### src/rtl/prbs_counter.sv
`timescale 1ns/10ps
`default_nettype none
// Checker counter with saturate/wrap, overflow flag and lock snapshot.
module prbs_counter #(
   parameter int WIDTH = 8
) (
   // Clock and reset
   input  wire logic             aclk,
   input  wire logic             aresetn,
   // Control
   input  wire logic             incr,
   input  wire logic             saturate,
   input  wire logic             lock,
   input  wire logic             clear,
   // Result
   output logic                  overflow,
   output logic [WIDTH-1:0]      locked_value
);

   initial begin
      if (WIDTH < 2) $error("prbs_counter: WIDTH too small");
   end

   logic [WIDTH-1:0] count;
   logic [WIDTH-1:0] next_count;
   logic             next_overflow;
   logic [WIDTH-1:0] next_locked_value;
   logic             at_max;

   assign at_max = &count;

   always_comb begin
      next_count        = count;
      next_overflow     = overflow;
      next_locked_value = locked_value;
      if (incr) begin
         if (at_max) begin
            if (!saturate) begin
               next_count = '0;
            end
         end else begin
            next_count = count + {{(WIDTH-1){1'b0}}, 1'b1};
         end
      end
      if (lock) begin
         next_locked_value = count;
      end
      if (clear) begin
         next_count    = '0;
         next_overflow = 1'b0;
      end
      // An overflow in the same cycle as a clear still leaves the flag set.
      if (incr && at_max) begin
         next_overflow = 1'b1;
      end
   end

   always_ff @(posedge aclk) begin
      if (!aresetn) begin
         count        <= '0;
         overflow     <= 1'b0;
         locked_value <= '0;
      end else begin
         count        <= next_count;
         overflow     <= next_overflow;
         locked_value <= next_locked_value;
      end
   end

   saturate_holds_a : assert property (@(posedge aclk) disable iff (!aresetn)
      (saturate && at_max && incr && !clear) |=> &count)
      else $error("saturating counter moved off its maximum");
   clear_zeroes_a : assert property (@(posedge aclk) disable iff (!aresetn)
      clear |=> (count == '0) && (!overflow || ($past(incr) && $past(at_max))))
      else $error("clear left counter or overflow set");
   snapshot_stable_a : assert property (@(posedge aclk) disable iff (!aresetn)
      !lock |=> $stable(locked_value))
      else $error("locked value changed without a lock");

endmodule : prbs_counter
`default_nettype wire

### config.mk
export PLATFORM = sky130hd
export DESIGN_NAME = prbs_counter
export DESIGN_NICKNAME = d
export VERILOG_FILES = /design/src/rtl/prbs_counter.sv
export SDC_FILE = /design/constraint.sdc
export NUM_CORES = 1
export LEC_CHECK = 0
export BUFFER_PORTS_ARGS = -buffer_cell sky130_fd_sc_hd__buf_4
export CORE_MARGIN = 5
export CORE_UTILIZATION = 51
export CTS_CLUSTER_SIZE = 12
export DETAILED_ROUTE_END_ITERATION = 8
export PLACE_DENSITY = 0.79
export SYNTH_ARGS = -nofsm -noshare
export SYNTH_HDL_FRONTEND = slang
export SYNTH_SLANG_ARGS = --single-unit
export TNS_END_PERCENT = 1
### constraint.sdc
create_clock -name aclk -period 2.2 [get_ports aclk]
set_input_delay 0.44 -clock aclk [delete_from_list [all_inputs] [get_ports aclk]]
set_output_delay 0.44 -clock aclk [all_outputs]
set_load 0.02 [all_outputs]
Yosys cells after proc, flatten, opt, wreduce, memory -nomap -nowiden
Cells that the tools add are included.
{ "word_totals": {"ff_bits": 17, "latchBits": 0, "mem_bits_rw": 0, "mem_bits_ro": 0, "inputBits": 6, "out_inout_bits": 9, "word_cells": 15, "memories": 0} }
{ "classes": {"addsub": 1, "mul": 0, "div_mod_pow": 0, "order_cmp": 0, "eq_ne": 1, "shifts": 0, "n_mux": 4, "n_bitwise": 1, "n_reduce_logical": 5} }
{ "op_table": {"columns": ["cell", "n"], "rows": [
  ["8-bit 2-to-1 mux", 2],
  ["8-bit by 1-bit adder with 8-bit output, second input constant", 1],
  ["8-bit AND reduction", 1],
  ["1-bit 2-to-1 mux", 2],
  ["2-bit != test, second input constant", 1],
  ["2-bit AND reduction", 1],
  ["2-bit nonzero test", 1],
  ["2-bit OR reduction", 1],
  ["1-bit logical AND", 1],
  ["1-bit inverter", 1]
]} }

Longest topological paths before layout
{ "logic_depth": {"word_depth": 3, "mapped_depth": 5, "mapped_depth_nobuf": 5} }

Worst setup path before layout
No wires, ideal clock.
{ "synth_timing": {"path_kind": "reg2reg", "from": "register count[0]", "to": "register count[3]", "setup_time_ns": 0.116, "t_arrival_ns": 1.303, "setup_slack_ns": 0.781, "path_stages_with_launch": 6, "n_path_buf": 0, "synth_period_minus_slack_ns": 1.419, "path_cell_list": "dfxtp_1 -> ha_1 -> nand4_1 -> o21ai_4 -> nor4b_1 -> a31o_1"} }
{ "synth_via": {"elab_chain_len": 3, "elab_cells_between_ends": 5, "cone_classes": "add/sub: 1; eq/ne: 1; mux: 1; reduce/logical: 2"} }
{ "synth_rtl": {"columns": ["item", "line_no", "rtl"], "rows": [
  ["start: declaration", "24", "logic [WIDTH-1:0] count;"],
  ["start signal: assignment", "64", "count <= next_count;"],
  ["branches (longest 3 deep; another with 8-bit by 1-bit adder with 8-bit output)", null, null]
]} }
Several ways; the timed one is not identified.
A chain may end at the register's enable or synchronous reset.

Worst setup path after layout
{ "layout_timing": {"from": "register count[0]", "to": "register count[1]"} }
The elaborated chain is that of the path after synthesis.

==> results_dict.tcl <==
set metrics [dict create \
    synth_simple_gate_area_frac 0.263 \
    power.density_mw_per_mm2 548 \
    tritoncts.num_buffers 3 \
    area_delta_synth_final_pct 17.1 \
    drt-wirelength-per-cell_um 13.3 \
    globalplace.congestion 0.778 \
    proportion_of_synthesized_chip_area_in_sequential_cells 0.431 \
    dieWidth_um 49.3 \
    route.detailed.drc 0 \
    setup_repair_after_global_routing_missed_its_margin "false" \
    cp_max_fo 7 \
    cp-end-kind "flop" \
    yosys_register_bits 17 \
    drt-vias-per-instance 5.65 \
    syn-instance-count 77 \
    hold-worst-slack_ns 0.443 \
    synthXorXnorAreaFrac 0.0333 \
    dieArea_mm2 0.00243 \
    synth_area_um2 790 \
    clock_tree_from_tritoncts "built" \
    io_buffer_count 14 \
    n_antenna_cell 0 \
    ratio_of_cells_with_drive_above_1_in_the_final_layout 0.250 \
    core.rowCount 14 \
    synth_enable_flop_cells 0 \
    pwr_total_uw 506 \
    layout_min_cycle_time_ns 1.65 \
    detailedRoute.firstPassIterationCount 4 \
    run_status "finished clean" \
    fin_setup_tns_ns 0 \
    fmax_mhz 605 \
    synth_adder_area_share 0.0158 \
    vdd.ir_drop.worst_v 0.000324 \
    grt_overflow_total 0 \
    fp.dieH_um 49.3 \
    root_buffer_master "sky130_fd_sc_hd__clkbuf_4" \
    synth_top_family_by_area "simple AND/OR/NAND/NOR gates" \
    postRouteAntennaNets 0 \
    detail_route.iter0.violations 4 \
    cts.clk_slew.worst_paths_ns 0.09 \
    synth_fp_nets 84 \
    grt_max_degree 12 \
    synth_warn 0 \
    post_cts_resized 0 \
    syn_area_per_cell_um2 10.3 \
    number_of_antenna_violations_at_the_first_check_in_global_routing 0 \
    cts_setup_buffers 0 \
    route.vias.total 610 \
    synth_flop_cell "sky130_fd_sc_hd__dfxtp_1" \
    netlist-cell-type-count 29 \
    synthArstFlopShare 0 \
    core_mm2 0.00149 \
    critPathKind "flop to flop" \
    post-dp-hpwl_um 1070 \
    routed_wl_um 1440 \
    fin_worst_skew_ns 0.00226 \
    clockBufferDepth 2 \
    globalRouteTotalUtil 0.137 \
    wire_length_of_the_first_global_routing_pass_um 2610 \
    worstSetupStartpointType "flop" \
    clkLatencyLatePin_ns 0.29 \
    number_of_global_route_vias_before_repair 605 \
    setup-violations-final 0 \
    timing_hold_violations_final 0 \
    nNetsFinal 100 \
    total_leakage_power_uw 0.000383 \
    required_ns 2.38 \
    max_cap_violations 0 \
    ctsHtreeMaxLevel 1 \
    final_min_period_over_clock_period 0.751 \
    post_cts_hold_fix_bufs 0 \
    slew_viol_final 0 \
    synth-compound-area-share 0.122 \
    cts.sink_count 17 \
    num_io_pins 15 \
    muxShareOfSynthArea 0.114 \
    crit_arrival_ns 1.83 \
    max_slew.worst_pin.slew_ns 0.317 \
    hold_class "input pin to flop" \
    worst_slew_margin_rel 0.788 \
    start_util 0.530 \
]
[routing by layer]
metal,GRT usage,routed length [um]
met5,0,0
met4,0.0673,34
met3,0.0489,86
met2,0.200,643
met1,0.175,675
[logic make-up (layout without fill, tap and decap cells)]
kind of cell / Yosys count / in the layout
buffers and inverters: 3 / 18
DFF: 17 / 17
muxes: 9 / 9
xor gates and xnor gates: 3 / 3
adders and majority gates: 1 / 1
and+or+nand+nor: 31 / 31
AOI/OAI and AO/OA: 13 / 13
[placed cells by master (no fill, tap or decap), types with 2 or more instances in the layout]
master and count:
sky130_fd_sc_hd__clkbuf_4 3, sky130_fd_sc_hd__a31o_1 2, sky130_fd_sc_hd__o21bai_1 2, sky130_fd_sc_hd__dfxtp_1 17, sky130_fd_sc_hd__nor2_2 2, sky130_fd_sc_hd__a21oi_1 4
sky130_fd_sc_hd__xor2_1 2, sky130_fd_sc_hd__nand2_1 3, sky130_fd_sc_hd__mux2i_1 9, sky130_fd_sc_hd__and3_1 2, sky130_fd_sc_hd__buf_4 14, sky130_fd_sc_hd__nor2_1 4
sky130_fd_sc_hd__nor2b_1 11, sky130_fd_sc_hd__nor4b_1 2
[sequential cells by signal, summed over array words and instances, names as in the netlist]
register and cells:
count 8, locked_value 8, overflow 1
[synthesized netlist by cell type, types with 2 or more instances]
cell	n	area share
sky130_fd_sc_hd__nor2_1	4	0.019
sky130_fd_sc_hd__a21oi_1	4	0.025
sky130_fd_sc_hd__dfxtp_1	17	0.43
sky130_fd_sc_hd__nor4b_1	2	0.022
sky130_fd_sc_hd__nor2b_1	11	0.087
sky130_fd_sc_hd__and3_1	2	0.016
sky130_fd_sc_hd__xor2_1	2	0.022
sky130_fd_sc_hd__nor2_2	2	0.016
sky130_fd_sc_hd__a31o_1	2	0.022
sky130_fd_sc_hd__mux2i_1	9	0.11
sky130_fd_sc_hd__o21bai_1	2	0.019
sky130_fd_sc_hd__nand2_1	3	0.014
[critical path: stages, from the launching register on]
cell	delay [ns]
sky130_fd_sc_hd__dfxtp_1	0.45
sky130_fd_sc_hd__ha_1	0.31
sky130_fd_sc_hd__nand4_1	0.25
sky130_fd_sc_hd__o21ai_4	0.27
sky130_fd_sc_hd__mux2i_1	0.21
sky130_fd_sc_hd__nor2_1	0.05
[stage by stage]
step,util,std cells,worst slack [ns],instance area [um2]
finish,0.621,108,0.547,925
global route,0.621,108,0.378,925
CTS,0.621,108,0.551,925
detailed placement,0.603,104,0.560,898
global placement,0.603,104,0.649,898
floorplan,-,77,0.781,790
[power breakdown]
group / total, uW / leakage, uW / internal, uW / switching, uW
combinational: 32.9 / 0.000231 / 16.5 / 16.5
sequential: 311 / 0.000137 / 309 / 2.27
clock: 162 / 0.0000150 / 70.5 / 91.5
total: 506 / 0.000383 / 396 / 110
[final timing paths]
| kind | from | to | slack [ns] | cells after the start |
|---|---|---|---|---|
| worst max register to register | count[0]$_SDFFE_PP0P_ | count[1]$_SDFFE_PP0P_ | 0.55 | 5 |
| worst min-delay path | aresetn | locked_value[4]$_SDFFE_PN0P_ | 0.44 | 2 |
| worst max-delay path | count[0]$_SDFFE_PP0P_ | count[1]$_SDFFE_PP0P_ | 0.55 | 5 |
| worst min register to register | locked_value[7]$_SDFFE_PN0P_ | locked_value[7]$_SDFFE_PN0P_ | 0.53 | 2 |
[area by class of cell]
cell class | count | area, um2
Tap cell | 16 | 20.0
Timing Repair Buffer | 14 | 105
Multi-Input combinational cell | 57 | 433
Clock buffer | 4 | 26.3
Sequential cell | 17 | 340
Fill cell | 132 | 564
Power figures use the tool's default switching activity.
